**src/hdl/port1_phy_control_defines.vh**
```
// constants for the port-one transceiver control register and its transceiver-side view
// assumes plain inclusion by bare name from the design files
`ifndef PORT1_PHY_CONTROL_DEFINES_VH
`define PORT1_PHY_CONTROL_DEFINES_VH

// host register bus
`define P1PC_ADDR_W 8
`define P1PC_DATA_W 16
`define P1PC_OFFSET 8'h02
`define P1PC_RESET 16'h009F

// host view field positions
`define P1PC_LED_OFF 15
`define P1PC_TX_DIS 14
`define P1PC_RESTART_AN 13
`define P1PC_RSVD 12
`define P1PC_POWER_DOWN 11
`define P1PC_AMDIX_DIS 10
`define P1PC_FORCE_MDIX 9
`define P1PC_FAR_LOOP 8
`define P1PC_AN_EN 7
`define P1PC_FORCE_SPD 6
`define P1PC_FORCE_DPX 5
`define P1PC_ADV_PAUSE 4
`define P1PC_ADV_100FD 3
`define P1PC_ADV_100HD 2
`define P1PC_ADV_10FD 1
`define P1PC_ADV_10HD 0

// transceiver-side view offsets
`define PHYV_CTRL_OFFSET 8'h00
`define PHYV_ADV_OFFSET 8'h08

// transceiver-side basic control field positions
`define PHYV_C_LED_OFF 0
`define PHYV_C_TX_DIS 1
`define PHYV_C_RSVD 2
`define PHYV_C_AMDIX_DIS 3
`define PHYV_C_FORCE_MDIX 4
`define PHYV_C_FORCE_DPX 8
`define PHYV_C_RESTART_AN 9
`define PHYV_C_POWER_DOWN 11
`define PHYV_C_AN_EN 12
`define PHYV_C_FORCE_SPD 13
`define PHYV_C_FAR_LOOP 14

// transceiver-side advertisement field positions
`define PHYV_A_PAUSE 10
`define PHYV_A_100FD 8
`define PHYV_A_100HD 7
`define PHYV_A_10FD 6
`define PHYV_A_10HD 5

`endif

```
**src/hdl/phy_ctrl_apply.v**
```verilog
// turns stored control fields into the levels the port-one transceiver and led pins see
// assumes every input is on clk_i; all outputs are flip-flops
`timescale 1ns/1ps
module phy_ctrl_apply (
    // clock and reset
    input wire clk_i,
    input wire rst_b_i,
    // stored fields
    input wire led_off_i,
    input wire amdix_dis_i,
    input wire force_mdix_i,
    input wire an_en_i,
    input wire force_spd_i,
    input wire force_dpx_i,
    // transceiver and led sources
    input wire an_failed_i,
    input wire [3:0] led_in_i,
    // applied levels
    output reg [3:0] led_out_o,
    output reg force_mdix_o,
    output reg forced_link_o,
    output reg speed_100_o,
    output reg full_duplex_o
);

    // one register stage so every pin level comes from a flip-flop
    always @(posedge clk_i) begin
        if (!rst_b_i) begin
            led_out_o <= 4'hF;
            force_mdix_o <= 1'b0;
            forced_link_o <= 1'b0;
            speed_100_o <= 1'b0;
            full_duplex_o <= 1'b0;
        end else begin
            // blanked leds are driven high, i.e. dark
            led_out_o <= led_off_i ? 4'hF : led_in_i;
            // forcing only counts once auto crossover is off
            force_mdix_o <= amdix_dis_i & force_mdix_i;
            forced_link_o <= ~an_en_i;
            speed_100_o <= force_spd_i;
            // duplex is always the forced bit; an_failed_i is not used
            full_duplex_o <= force_dpx_i;
        end
    end

endmodule

```
**src/hdl/port1_phy_control.v**
```verilog
// port-one transceiver control register with a host view and a transceiver-side view
// assumes both register ports and all status inputs run on clk_i; no pin is read directly
//
// The strobed register port was decided locally.
`timescale 1ns/1ps
`include "port1_phy_control_defines.vh"

// How it works
// led blanking bit 15 drives all four port-one leds high.
// bit 14 disables the port transmitter.
// writing one to bit 13 restarts auto-negotiation.
// bit 10 disables automatic crossover; reset value keeps it enabled.
// bit 9 forces crossover mode only while automatic crossover is disabled.
// bit 8 loops port-two receive through port-one pmd/pma to port-two transmit.
// bit 7 enables auto-negotiation, resets to one; else speed/duplex from bits 6,5.
// bit 6 selects forced speed: one is 100, zero is 10.
// bit 5 forces duplex when negotiation is off; an_failed_i does not affect it.
// bit 4, reset one, advertises pause capability.
// bits 3..0, reset one, advertise 100fd, 100hd, 10fd, 10hd.
// bit 11 powers down the transceiver; bit 12 is plain storage.
// one storage shared by the host view and the transceiver-side views.
module port1_phy_control #(
    parameter ADDR_W = `P1PC_ADDR_W,
    parameter DATA_W = `P1PC_DATA_W
) (
    // clock and reset
    input wire clk_i,
    input wire rst_b_i,
    // host register port
    input wire [ADDR_W-1:0] addr_i,
    input wire [DATA_W-1:0] wdata_i,
    input wire wr_i,
    input wire rd_i,
    output reg [DATA_W-1:0] rdata_o,
    // transceiver-side register view
    input wire [ADDR_W-1:0] phy_addr_i,
    input wire [DATA_W-1:0] phy_wdata_i,
    input wire phy_wr_i,
    input wire phy_rd_i,
    output reg [DATA_W-1:0] phy_rdata_o,
    // transceiver status and led sources
    input wire an_failed_i,
    input wire [3:0] led_in_i,
    // led pins
    output wire port1_led_out_3_o,
    output wire port1_led_out_2_o,
    output wire port1_led_out_1_o,
    output wire port1_led_out_0_o,
    // transceiver controls
    output reg tx_disable_o,
    output reg restart_an_o,
    output reg power_down_o,
    output reg auto_mdix_en_o,
    output wire force_mdix_o,
    output reg far_end_loopback_o,
    output reg an_enable_o,
    output wire forced_link_o,
    output wire speed_100_o,
    output wire full_duplex_o,
    output reg [4:0] adv_o
);

    // the single copy of every control bit
    reg [15:0] ctrl;
    reg [15:0] next_ctrl;
    reg restart_req;
    wire [3:0] led_out;

    // host word to transceiver basic control layout
    function [15:0] to_phy_ctrl;
        input [15:0] c;
        begin
            to_phy_ctrl = 16'h0000;
            to_phy_ctrl[`PHYV_C_LED_OFF] = c[`P1PC_LED_OFF];
            to_phy_ctrl[`PHYV_C_TX_DIS] = c[`P1PC_TX_DIS];
            to_phy_ctrl[`PHYV_C_RSVD] = c[`P1PC_RSVD];
            to_phy_ctrl[`PHYV_C_AMDIX_DIS] = c[`P1PC_AMDIX_DIS];
            to_phy_ctrl[`PHYV_C_FORCE_MDIX] = c[`P1PC_FORCE_MDIX];
            to_phy_ctrl[`PHYV_C_FORCE_DPX] = c[`P1PC_FORCE_DPX];
            to_phy_ctrl[`PHYV_C_RESTART_AN] = c[`P1PC_RESTART_AN];
            to_phy_ctrl[`PHYV_C_POWER_DOWN] = c[`P1PC_POWER_DOWN];
            to_phy_ctrl[`PHYV_C_AN_EN] = c[`P1PC_AN_EN];
            to_phy_ctrl[`PHYV_C_FORCE_SPD] = c[`P1PC_FORCE_SPD];
            to_phy_ctrl[`PHYV_C_FAR_LOOP] = c[`P1PC_FAR_LOOP];
        end
    endfunction

    // host word to transceiver advertisement layout
    function [15:0] to_phy_adv;
        input [15:0] c;
        begin
            to_phy_adv = 16'h0000;
            to_phy_adv[`PHYV_A_PAUSE] = c[`P1PC_ADV_PAUSE];
            to_phy_adv[`PHYV_A_100FD] = c[`P1PC_ADV_100FD];
            to_phy_adv[`PHYV_A_100HD] = c[`P1PC_ADV_100HD];
            to_phy_adv[`PHYV_A_10FD] = c[`P1PC_ADV_10FD];
            to_phy_adv[`PHYV_A_10HD] = c[`P1PC_ADV_10HD];
        end
    endfunction

    // merge a transceiver basic control write into the host word
    function [15:0] from_phy_ctrl;
        input [15:0] c;
        input [15:0] w;
        begin
            from_phy_ctrl = c;
            from_phy_ctrl[`P1PC_LED_OFF] = w[`PHYV_C_LED_OFF];
            from_phy_ctrl[`P1PC_TX_DIS] = w[`PHYV_C_TX_DIS];
            from_phy_ctrl[`P1PC_RSVD] = w[`PHYV_C_RSVD];
            from_phy_ctrl[`P1PC_AMDIX_DIS] = w[`PHYV_C_AMDIX_DIS];
            from_phy_ctrl[`P1PC_FORCE_MDIX] = w[`PHYV_C_FORCE_MDIX];
            from_phy_ctrl[`P1PC_FORCE_DPX] = w[`PHYV_C_FORCE_DPX];
            from_phy_ctrl[`P1PC_RESTART_AN] = w[`PHYV_C_RESTART_AN];
            from_phy_ctrl[`P1PC_POWER_DOWN] = w[`PHYV_C_POWER_DOWN];
            from_phy_ctrl[`P1PC_AN_EN] = w[`PHYV_C_AN_EN];
            from_phy_ctrl[`P1PC_FORCE_SPD] = w[`PHYV_C_FORCE_SPD];
            from_phy_ctrl[`P1PC_FAR_LOOP] = w[`PHYV_C_FAR_LOOP];
        end
    endfunction

    // merge a transceiver advertisement write into the host word
    function [15:0] from_phy_adv;
        input [15:0] c;
        input [15:0] w;
        begin
            from_phy_adv = c;
            from_phy_adv[`P1PC_ADV_PAUSE] = w[`PHYV_A_PAUSE];
            from_phy_adv[`P1PC_ADV_100FD] = w[`PHYV_A_100FD];
            from_phy_adv[`P1PC_ADV_100HD] = w[`PHYV_A_100HD];
            from_phy_adv[`P1PC_ADV_10FD] = w[`PHYV_A_10FD];
            from_phy_adv[`P1PC_ADV_10HD] = w[`PHYV_A_10HD];
        end
    endfunction

    wire host_wr = wr_i && (addr_i == `P1PC_OFFSET);
    wire phy_ctrl_wr = phy_wr_i && (phy_addr_i == `PHYV_CTRL_OFFSET);
    wire phy_adv_wr = phy_wr_i && (phy_addr_i == `PHYV_ADV_OFFSET);

    // transceiver view is applied first so a same-cycle host write wins
    always @* begin
        next_ctrl = ctrl;
        restart_req = 1'b0;
        if (phy_ctrl_wr) begin
            next_ctrl = from_phy_ctrl(next_ctrl, phy_wdata_i);
            restart_req = phy_wdata_i[`PHYV_C_RESTART_AN];
        end
        if (phy_adv_wr) begin
            next_ctrl = from_phy_adv(next_ctrl, phy_wdata_i);
        end
        if (host_wr) begin
            next_ctrl = wdata_i[15:0];
            restart_req = restart_req | wdata_i[`P1PC_RESTART_AN];
        end
    end

    // storage; unmapped writes leave it alone
    always @(posedge clk_i) begin
        if (!rst_b_i) begin
            ctrl <= `P1PC_RESET;
        end else begin
            ctrl <= next_ctrl;
        end
    end

    // read data stands only in the cycle after the strobe; unmapped reads give zero
    always @(posedge clk_i) begin
        if (!rst_b_i) begin
            rdata_o <= 16'h0000;
            phy_rdata_o <= 16'h0000;
        end else begin
            rdata_o <= (rd_i && addr_i == `P1PC_OFFSET) ? ctrl : 16'h0000;
            if (phy_rd_i && phy_addr_i == `PHYV_CTRL_OFFSET) begin
                phy_rdata_o <= to_phy_ctrl(ctrl);
            end else if (phy_rd_i && phy_addr_i == `PHYV_ADV_OFFSET) begin
                phy_rdata_o <= to_phy_adv(ctrl);
            end else begin
                phy_rdata_o <= 16'h0000;
            end
        end
    end

    // direct control levels, registered from the stored bits; the restart pulse is registered from the write
    always @(posedge clk_i) begin
        if (!rst_b_i) begin
            tx_disable_o <= 1'b0;
            restart_an_o <= 1'b0;
            power_down_o <= 1'b0;
            auto_mdix_en_o <= 1'b1;
            far_end_loopback_o <= 1'b0;
            an_enable_o <= 1'b1;
            adv_o <= 5'h1F;
        end else begin
            tx_disable_o <= ctrl[`P1PC_TX_DIS];
            // a pulse per write of one; a stored one alone does not repeat it
            restart_an_o <= restart_req;
            power_down_o <= ctrl[`P1PC_POWER_DOWN];
            auto_mdix_en_o <= ~ctrl[`P1PC_AMDIX_DIS];
            far_end_loopback_o <= ctrl[`P1PC_FAR_LOOP];
            an_enable_o <= ctrl[`P1PC_AN_EN];
            adv_o <= ctrl[4:0];
        end
    end

    // forced-mode and led resolution
    phy_ctrl_apply u_apply (
        .clk_i(clk_i),
        .rst_b_i(rst_b_i),
        .led_off_i(ctrl[`P1PC_LED_OFF]),
        .amdix_dis_i(ctrl[`P1PC_AMDIX_DIS]),
        .force_mdix_i(ctrl[`P1PC_FORCE_MDIX]),
        .an_en_i(ctrl[`P1PC_AN_EN]),
        .force_spd_i(ctrl[`P1PC_FORCE_SPD]),
        .force_dpx_i(ctrl[`P1PC_FORCE_DPX]),
        .an_failed_i(an_failed_i),
        .led_in_i(led_in_i),
        .led_out_o(led_out),
        .force_mdix_o(force_mdix_o),
        .forced_link_o(forced_link_o),
        .speed_100_o(speed_100_o),
        .full_duplex_o(full_duplex_o)
    );

    assign port1_led_out_3_o = led_out[3];
    assign port1_led_out_2_o = led_out[2];
    assign port1_led_out_1_o = led_out[1];
    assign port1_led_out_0_o = led_out[0];

endmodule

```
**config.mk**
```make
export PLATFORM = sky130hd
export DESIGN_NAME = port1_phy_control
export DESIGN_NICKNAME = d
export VERILOG_FILES = /design/src/hdl/phy_ctrl_apply.v /design/src/hdl/port1_phy_control.v
export VERILOG_INCLUDE_DIRS = /design/src /design/src/hdl
export SDC_FILE = /design/constraint.sdc
export NUM_CORES = 1
export LEC_CHECK = 0
export BUFFER_PORTS_ARGS = -buffer_cell sky130_fd_sc_hd__buf_4
export CAP_MARGIN = 20
export CORE_AREA = 2 2 77 79
export DETAILED_ROUTE_END_ITERATION = 8
export DIE_AREA = 0 0 79 81
export GPL_TIMING_DRIVEN = 1
export PLACE_DENSITY = 0.74
export REMOVE_ABC_BUFFERS = 1
export SLEW_MARGIN = 25
export SYNTH_ARGS = -nofsm -noshare
export SYNTH_HDL_FRONTEND = slang
export SYNTH_SLANG_ARGS = --single-unit
```
**constraint.sdc**
```tcl
create_clock -name clk_i -period 2.5 [get_ports clk_i]
set_clock_uncertainty 0.2 [all_clocks]
set_input_delay 0.5 -clock clk_i [delete_from_list [all_inputs] [get_ports clk_i]]
set_output_delay 0.5 -clock clk_i [all_outputs]
set_load 0.005 [all_outputs]
```
==> results of run 1 <==
[kinds of logic after synthesis]
family          count (synthesis)  share of synthesized area, %
other cells                     1                         0.173
flops                          66                          60.8
buf+inv                        18                          4.15
simple gates                   90                          23.6
compound gates                 40                          11.2
[Yosys cell counts, drive strengths merged (2+ instances only)]
cell    number
nand2       27
and2        31
nor4b        2
nor2b        2
nor2        10
and3         3
inv          6
o21ai       16
buf          4
clkbuf       8
a31oi       15
dfxtp       66
a211oi       6
nor4         3
nand2b       4
[cell usage in the layout, fill, tap and decap left out, types with 4 or more instances in the layout]
cell type	instances
dfxtp_1	66
a211oi_1	6
inv_1	6
nand2b_1	4
buf_4	110
nand2_1	27
and2_1	30
o21ai_0	14
clkbuf_1	4
clkbuf_8	9
a31oi_1	15
nor2_1	10
[worst max path at each step]
stage	cells after the start	slack, ps	startpoint	endpoint
detailed placement	5	170	phy_addr_i[5]	ctrl[11]
global route	5	450	phy_addr_i[5]	ctrl[8]
finish	5	550	phy_addr_i[5]	ctrl[9]
floorplan	4	440	addr_i[0]	ctrl[10]
CTS	5	520	phy_addr_i[5]	ctrl[11]
global placement	5	200	phy_addr_i[5]	ctrl[11]
[cell type report]
type / instances / area (µm²) / area share, %
well taps: 75 / 93.8 / 2.93
flip-flops and latches: 66 / 1320 / 41.3
repair buffers: 110 / 826 / 25.8
clock buffers: 13 / 139 / 4.34
multi-input cells: 131 / 761 / 23.8
inverters: 6 / 22.5 / 0.703
clock inverters: 3 / 40.0 / 1.25
[power by group through the flow]
stage	registers, µW	clock network, µW	logic, µW
6_report	1060	825	104
5_1_grt	1060	906	114
4_1_cts	1060	847	105
3_5_place_dp	1080	0	105
3_3_place_gp	1080	0	104
2_1_floorplan	1080	0	15.8
[state kept, by name, summed over array words and instances (netlist names), 4 cells and up]
register           cells
ctrl                  16
adv_o                  5
u_apply.led_out_o      4
rdata_o               16
phy_rdata_o           15
[critical path: stages]
cell     delay, ps
buf_4          110
or4_4          560
or3_1          550
nand2_1        140
a31oi_1         90
[layer usage]
metal  wire [µm]  up-vias  part of all wire, %
met1        2120      818                   41
li1            -      938                    -
met5           0        -                    0
met4         166        0                  3.2
met3         510       16                  9.9
met2        2350       95                   46
[stage by stage]
| step | utilization [%] | cell area (µm²) | total power (µW) | cells |
|---|---|---|---|---|
| 6_report | 56.4 | 3200 | 1990 | 404 |
| 5_1_grt | 56.4 | 3200 | 2080 | 404 |
| 4_1_cts | 56.4 | 3200 | 2010 | 404 |
| 3_5_place_dp | 53.3 | 3020 | 1190 | 388 |
| 3_3_place_gp | 53.3 | 3020 | 1190 | 388 |
| 2_1_floorplan | - | 2100 | 1100 | 203 |
==> results.toml, run 1 <==
[floorplan]
placeableCoreArea_mm2 = 0.00568
floorplan.die.width_um = 79
fp.dieH_um = 81
start_util_pct = 38.3
core.rowCount = 28
die_area_mm2 = 0.00640
io_pins = 110

[logic_synthesis]
synth.avg_cell_area_um2 = 10.1
synth_top_area_share_pct = 60.8
synth.ff_latch_count = 66
synth_warnings = 0
synth_largest_area_cell = "dfxtp_1"
yosysUniqueCellTypes = 32
ys_async_sr_fraction_pct = 0
synth_seq_area_share_pct = 60.8
count_of_flip_flops_with_a_built_in_enable_after_synthesis = 0
synthesis.instances = 215
synthesis.area_mm2 = 0.00217
synth_top_flop_cell = "dfxtp_1"
leading_post_synthesis_cells_by_cell_area = "dfxtp_1 (61%), and2_1 (8.6%), nand2_1 (4.7%)"

[setup_path]
timing.rr.end = "ctrl[2]"
worst_ep_required_time_ps = 2490
worst-setup-path-type = "primary input to flop"
worst-path-max-fanout = 10
cp.arrival_ps = 1950
timing.rr.start = "ctrl[2]"
endpoint_class_of_the_critical_path = "flop"
worst_reg_to_reg_setup_slack_ps = 1370
crit_path_start_kind = "primary input"
reg2reg_depth = 4

[clock_tree]
clk_latency_ps = 330
post_cts.repair.setup_buffers = 0
tritoncts = "done"
postCtsResizedCells = 0
numClockSinks = 66
clockRootBuffer = "clkbuf_8"
clock_tree.htree_level_count = 3
cts.reportedPaths.clkPinSlew_ps = 60
cts.path.max_buffers = 2
cts_hold_repair.buffers = 0
cts_inserted_buffers = 9

[power_and_ir_drop]
p_sw_share_pct = 20.3
sequentialPowerShare_pct = 53.2
power.internal_uw = 1580
vdd.ir_drop.worst_v = 0.000296
power_frac_clock_pct = 41.5
p_leak_uw = 0.00145
power_density_mw_per_mm2 = 620
comb_power_share_pct = 5.3
p_sw_uw = 403

[drt]
total_via_count_after_detailed_routing = 1867
detail_route.vias_per_cell = 4.62
residual_antenna_violating_net_count_after_detailed_routing = 0
drt-total-wl_um = 5140
detail_route.iter0.violations = 30
avgRoutedWirePerCell_um = 12.7
drc_errors = 0
firstDrtPassIters = 4

[cells_and_area]
area_growth_pct = 47.5
layout.nets = 383
num-fill-cells = 535
drive_above_1_share_pct = 38.9
antenna_cells_inserted = 0

[global_route]
wire_length_of_the_first_global_routing_pass_um = 8150
grt_pass1_vias = 1730
met1_usage_pct = 20.3
groute.layer.met3.usage_pct = 6.56
grt_start_max_net_pins = 35
use_met2_pct = 26.6
gr-total-overflow = 0
antenna_found_initial = 0
globalRoute.busiestLayer = "met2"
groute.usage.overall_pct = 17.1

[timing]
finalSetupViolCount = 0
final_critical_path_setup_slack_ps = 547
report.final.hold_viol_count = 0
slew_violations = 0
period_minus_slack_ps = 1950
grt_setup_unrepaired = "no"
finalHoldWorstSlack_ps = 154
final_min_period_over_clock_period_pct = 78.1
fmaxAchievable_mhz = 512
slew_headroom_pct = 60.1
tightest_slew_ps = 597
fin_tns_setup_ps = 0

[min_path]
holdPathStages = 2
min_path_type = "primary input to flop"
holdPathEnd = "u_apply.led_out_o[0]"
source_of_the_worst_hold_timing_path = "led_in_i[0]"

[flow_run]
max_capacitance_violation_total = 0

[place]
routabilityCongestion = 0.724
dpl_ws_ps = 168
place_hpwl_um = 3620
buffer_ports.inserted = 106

[run_status]
status = "finished, final reports clean"
No activity file was read; power rests on OpenSTA's default activity.
==> run 2: changes to the inputs <==
- clock period: 2.5 -> 1.8 ns (I/O delays scaled with it)
==> results.toml, run 2 (same netlist as run 1, synthesis figures left out) <==
[power_and_ir_drop]
p_sw_uw = 527
power.internal_uw = 2080
sequentialPowerShare_pct = 56.3
fin_total_pwr_uw = 2610
vdd.ir_drop.worst_v = 0.000318
power_density_mw_per_mm2 = 782
comb_power_share_pct = 6.4
p_leak_uw = 0.00154
p_sw_share_pct = 20.2
power_frac_clock_pct = 37.3

[drt]
top_signal_layer_used = "met4"
firstDrtPassIters = 4
wl_met1_um = 2080
met3_wirelength_um = 479
met2RoutedLength_um = 2680
drc_errors = 0
detail_route.vias_per_cell = 4.64
avgRoutedWirePerCell_um = 12.8
detail_route.iter0.violations = 44
drt-total-wl_um = 5370
residual_antenna_violating_net_count_after_detailed_routing = 0
total_via_count_after_detailed_routing = 1944

[global_route]
grt_start_max_net_pins = 27
groute.usage.overall_pct = 17.3
gr-total-overflow = 0
grt_pass1_vias = 1783
antenna_found_initial = 0
wire_length_of_the_first_global_routing_pass_um = 8110

[cells_and_area]
drive_above_1_share_pct = 42.7
area_growth_pct = 53.7
stdcell_area_mm2 = 0.00334
antenna_cells_inserted = 0
multi_input_logic_area_um2 = 773
largest_registers = "ctrl (16), rdata_o (16), phy_rdata_o (15)"
register_area_mm2 = 0.00132
layout_common_cells = "buf_4 (128), dfxtp_1 (66), and2_1 (30)"
final_common_cell = "buf_4"
layout.nets = 402
num-fill-cells = 523

[clock_tree]
cts_hold_repair.buffers = 0
numClockSinks = 66
cts_inserted_buffers = 9
clockRootBuffer = "clkbuf_8"
postCtsResizedCells = 0
tritoncts = "done"
cts.reportedPaths.clkPinSlew_ps = 60
clk_latency_ps = 330
post_cts.repair.setup_buffers = 0
clock_tree.htree_level_count = 3
cts.path.max_buffers = 2

[place]
detailed_place.area_mm2 = 0.00318
routabilityCongestion = 0.768
buffer_ports.inserted = 106
place_hpwl_um = 3980

[timing]
period_minus_slack_ps = 1750
finalSetupViolCount = 0
slew_violations = 0
fmaxAchievable_mhz = 571
grt_setup_unrepaired = "yes"
report.final.hold_viol_count = 0
final_min_period_over_clock_period_pct = 97.2

[setup_path]
critical_path.top_delay_family = "simple AND/OR/NAND/NOR gates"
crit_path_start_kind = "primary input"
critical_path.slowest_cell = "or4_4"
endpoint_class_of_the_critical_path = "flop"
worst-setup-path-type = "primary input to flop"
path_cells = "buf_4, or4_4, nor4_2, and4b_1, buf_4, and2_1"
cp.arrival_ps = 1820
worst_ep_required_time_ps = 1870
timing.critical_path.buf_inv = 2
crit_path_most_repeated_cell = "buf_4"
worst-path-max-fanout = 7
critical_path.max_stage_delay_ps = 550

[floorplan]
floorplan.die.width_um = 79
start_util_pct = 38.3
io_pins = 110
die_area_mm2 = 0.00640
fp.dieH_um = 81
placeableCoreArea_mm2 = 0.00568
core.rowCount = 28

[run_status]
status = "finished, final reports clean"

[flow_run]
max_capacitance_violation_total = 0

[min_path]
min_path_type = "primary input to flop"
run 2: cell types whose count changed in the layout (fill, tap and decap cells not counted), sizes merged:
| cell | previous run | this run |
|---|---|---|
| clkbuf | 13 | 11 |
| bufinv | 1 | 0 |
| clkinv | 2 | 1 |
| buf | 110 | 129 |
run 2: final timing paths:
path	startpoint	endpoint	slack (ps)	cells past startpoint
min reg2reg	ctrl[10]	auto_mdix_en_o	230	1
min	led_in_i[2]	u_apply.led_out_o[2]	10	2
max reg2reg	ctrl[4]	ctrl[4]	680	4
max	phy_addr_i[5]	phy_rdata_o[11]	50	6
run 2: power groups by stage:
stage	Sequential [µW]	Clock, µW	Combinational (µW)
finish	1470	972	167
global route	1470	1080	180
CTS	1470	996	167
detailed placement	1500	0	167
global placement	1500	0	164
floorplan	1500	0	22.0
run 2: worst reg2reg max path, delay by kind of cell, from the launching register on:
kind,cells,cell delay [ps]
buffers and inverters,1,110
DFF,1,310
AOI/OAI and AO/OA,3,380
run 2: area by class of cell:
cell class,instances,area share (%)
sequential,66,39.6
timing repair buffer,129,29.4
multi-input combinational,131,23.2
clock buffer,11,4.24
tap,75,2.81
inverter,6,0.675
clock inverter,1,0.150
run 2: per-layer routing:
| metal | up-vias | GRT usage, % |
|---|---|---|
| met5 | - | 0 |
| met4 | 0 | 9.83 |
| met3 | 10 | 4.89 |
| met2 | 94 | 30.8 |
| met1 | 866 | 18.5 |
| li1 | 974 | - |
run 2: metrics by stage:
step / setup WS (ps) / cells / setup TNS, ps / hold slack [ps] / utilization, %
3_3_place_gp: -246 / 407 / -5690 / 201 / 56.0
6_report: 49.9 / 419 / 0 / 15.0 / 58.8
2_1_floorplan: -116 / 203 / -1290 / 184 / -
5_1_grt: -54.7 / 419 / -345 / 5.78 / 58.8
3_5_place_dp: -312 / 407 / -6390 / 219 / 56.0
4_1_cts: 33.6 / 419 / 0 / 3.45 / 58.6
==> run 3: changes to the inputs <==
- CORE_AREA: 2 2 77 79 -> 2 2 75 77
- DIE_AREA: 0 0 79 81 -> 0 0 77 79
- PLACE_DENSITY: 0.74 -> 0.78
==> results.toml, run 3 (same netlist as run 1, synthesis figures left out) <==
[timing]
final_min_period_over_clock_period_pct = 96.4
report.final.hold_viol_count = 0
period_minus_slack_ps = 1730
final_critical_path_setup_slack_ps = 65.6
slew_violations = 0
fmaxAchievable_mhz = 577
finalSetupViolCount = 0
grt_setup_unrepaired = "no"

[cells_and_area]
area_growth_pct = 56.5
stdcell_area_mm2 = 0.00340
antenna_cells_inserted = 0
layout_common_cells = "buf_4 (127), dfxtp_1 (66), and2_1 (30)"
register_area_mm2 = 0.00132
num-fill-cells = 463
largest_registers = "ctrl (16), rdata_o (16), phy_rdata_o (15)"
drive_above_1_share_pct = 43.1
multi_input_logic_area_um2 = 769
final_common_cell = "buf_4"
layout.nets = 401

[setup_path]
cp.arrival_ps = 1740
critical_path.max_stage_delay_ps = 570
critical_path.slowest_cell = "or4_4"
crit_path_most_repeated_cell = "buf_4"
worst-path-max-fanout = 10
path_cells = "buf_4, or4_4, or3_1, buf_4, nand2_1, a31oi_1"
crit_path_start_kind = "primary input"
worst_ep_required_time_ps = 1810
critical_path.top_delay_family = "simple AND/OR/NAND/NOR gates"
endpoint_class_of_the_critical_path = "flop"
worst-setup-path-type = "primary input to flop"
timing.critical_path.buf_inv = 2

[place]
place_hpwl_um = 3840
detailed_place.area_mm2 = 0.00317
dpl_ws_ps = -286
buffer_ports.inserted = 106
routabilityCongestion = 0.801

[power_and_ir_drop]
vdd.ir_drop.worst_v = 0.000347
p_leak_uw = 0.00157
power_density_mw_per_mm2 = 869

[drt]
avgRoutedWirePerCell_um = 12.5
detail_route.iter0.violations = 21
firstDrtPassIters = 4
total_via_count_after_detailed_routing = 1896
drt-total-wl_um = 5240
residual_antenna_violating_net_count_after_detailed_routing = 0
drc_errors = 0
detail_route.vias_per_cell = 4.54

[clock_tree]
cts.path.max_buffers = 2
clk_latency_ps = 330
tritoncts = "done"
clockRootBuffer = "clkbuf_8"
clock_tree.htree_level_count = 3
cts_inserted_buffers = 9
post_cts.repair.setup_buffers = 0
cts.reportedPaths.clkPinSlew_ps = 60
numClockSinks = 66

[floorplan]
core.rowCount = 27
floorplan.die.width_um = 77
io_pins = 110
fp.dieH_um = 79
die_area_mm2 = 0.00608
placeableCoreArea_mm2 = 0.00534
start_util_pct = 40.7

[global_route]
grt_pass1_vias = 1866
gr-total-overflow = 0
groute.usage.overall_pct = 17.8
grt_start_max_net_pins = 35
antenna_found_initial = 0
wire_length_of_the_first_global_routing_pass_um = 8290

[run_status]
status = "finished, final reports clean"

[flow_run]
max_capacitance_violation_total = 0

[min_path]
min_path_type = "primary input to flop"
[run 3: cell count changes in the layout (fill, tap and decap cells not counted), sizes merged]
cell	before	now
clkbuf	11	14
buf	129	128
clkinv	1	0
bufinv	0	1
[run 3: stage by stage]
| step | setup TNS (ps) | hold WS, ps | util (%) | cells | power, µW |
|---|---|---|---|---|---|
| floorplan | -1290 | 184 | - | 203 | 1520 |
| global placement | -5520 | 199 | 59.4 | 403 | 1660 |
| detailed placement | -6380 | 202 | 59.4 | 403 | 1670 |
| CTS | 0 | 5.13 | 63.5 | 418 | 2980 |
| global route | 0 | 20.1 | 63.7 | 418 | 3060 |
| finish | 0 | 14.7 | 63.7 | 418 | 2950 |
[run 3: final cells by class]
cell class	count	area share, %
multi-input combinational	131	22.6
timing repair buffer	128	28.6
sequential	66	38.9
clock buffer	14	5.67
tap	72	2.65
clock inverter	1	0.883
inverter	6	0.662
[run 3: report_power, final]
part           internal [µW]  total (µW)  switching (µW)  leakage (µW)
Clock                    822        1320             497      0.000115
Combinational            109         165            55.5      0.000919
Sequential              1470        1470            2.14      0.000533
Total                   2400        2950             555       0.00157
[run 3: worst paths after layout]
path         cells past startpoint              endpoint          start  slack, ps
max                              6               ctrl[9]  phy_addr_i[5]         70
min reg2reg                      1        auto_mdix_en_o       ctrl[10]        220
min                              2  u_apply.led_out_o[3]    led_in_i[3]         10
max reg2reg                      4               ctrl[2]        ctrl[2]        670
[run 3: routing by layer]
metal	global-route usage [%]	vias to the layer above	part of all wire (%)
met5	0	-	0
met3	3.75	12	5.3
met2	29.5	77	48
met1	21.3	834	44
met4	11.3	0	2.7
li1	-	973	-
[run 3: worst register-to-register path: cells and delay by family, from the launching register on]
kind | cells | cell delay, ps
AOI/OAI and AO/OA | 3 | 390
buffers and inverters | 1 | 100
DFF | 1 | 310
[run 3: timing repair]
| action | 4_1_cts | 5_1_grt |
|---|---|---|
| gates resized for setup | 0 | 1 |
| hold buffers | 0 | 0 |
| endpoints found under the setup margin | 0 | 7 |
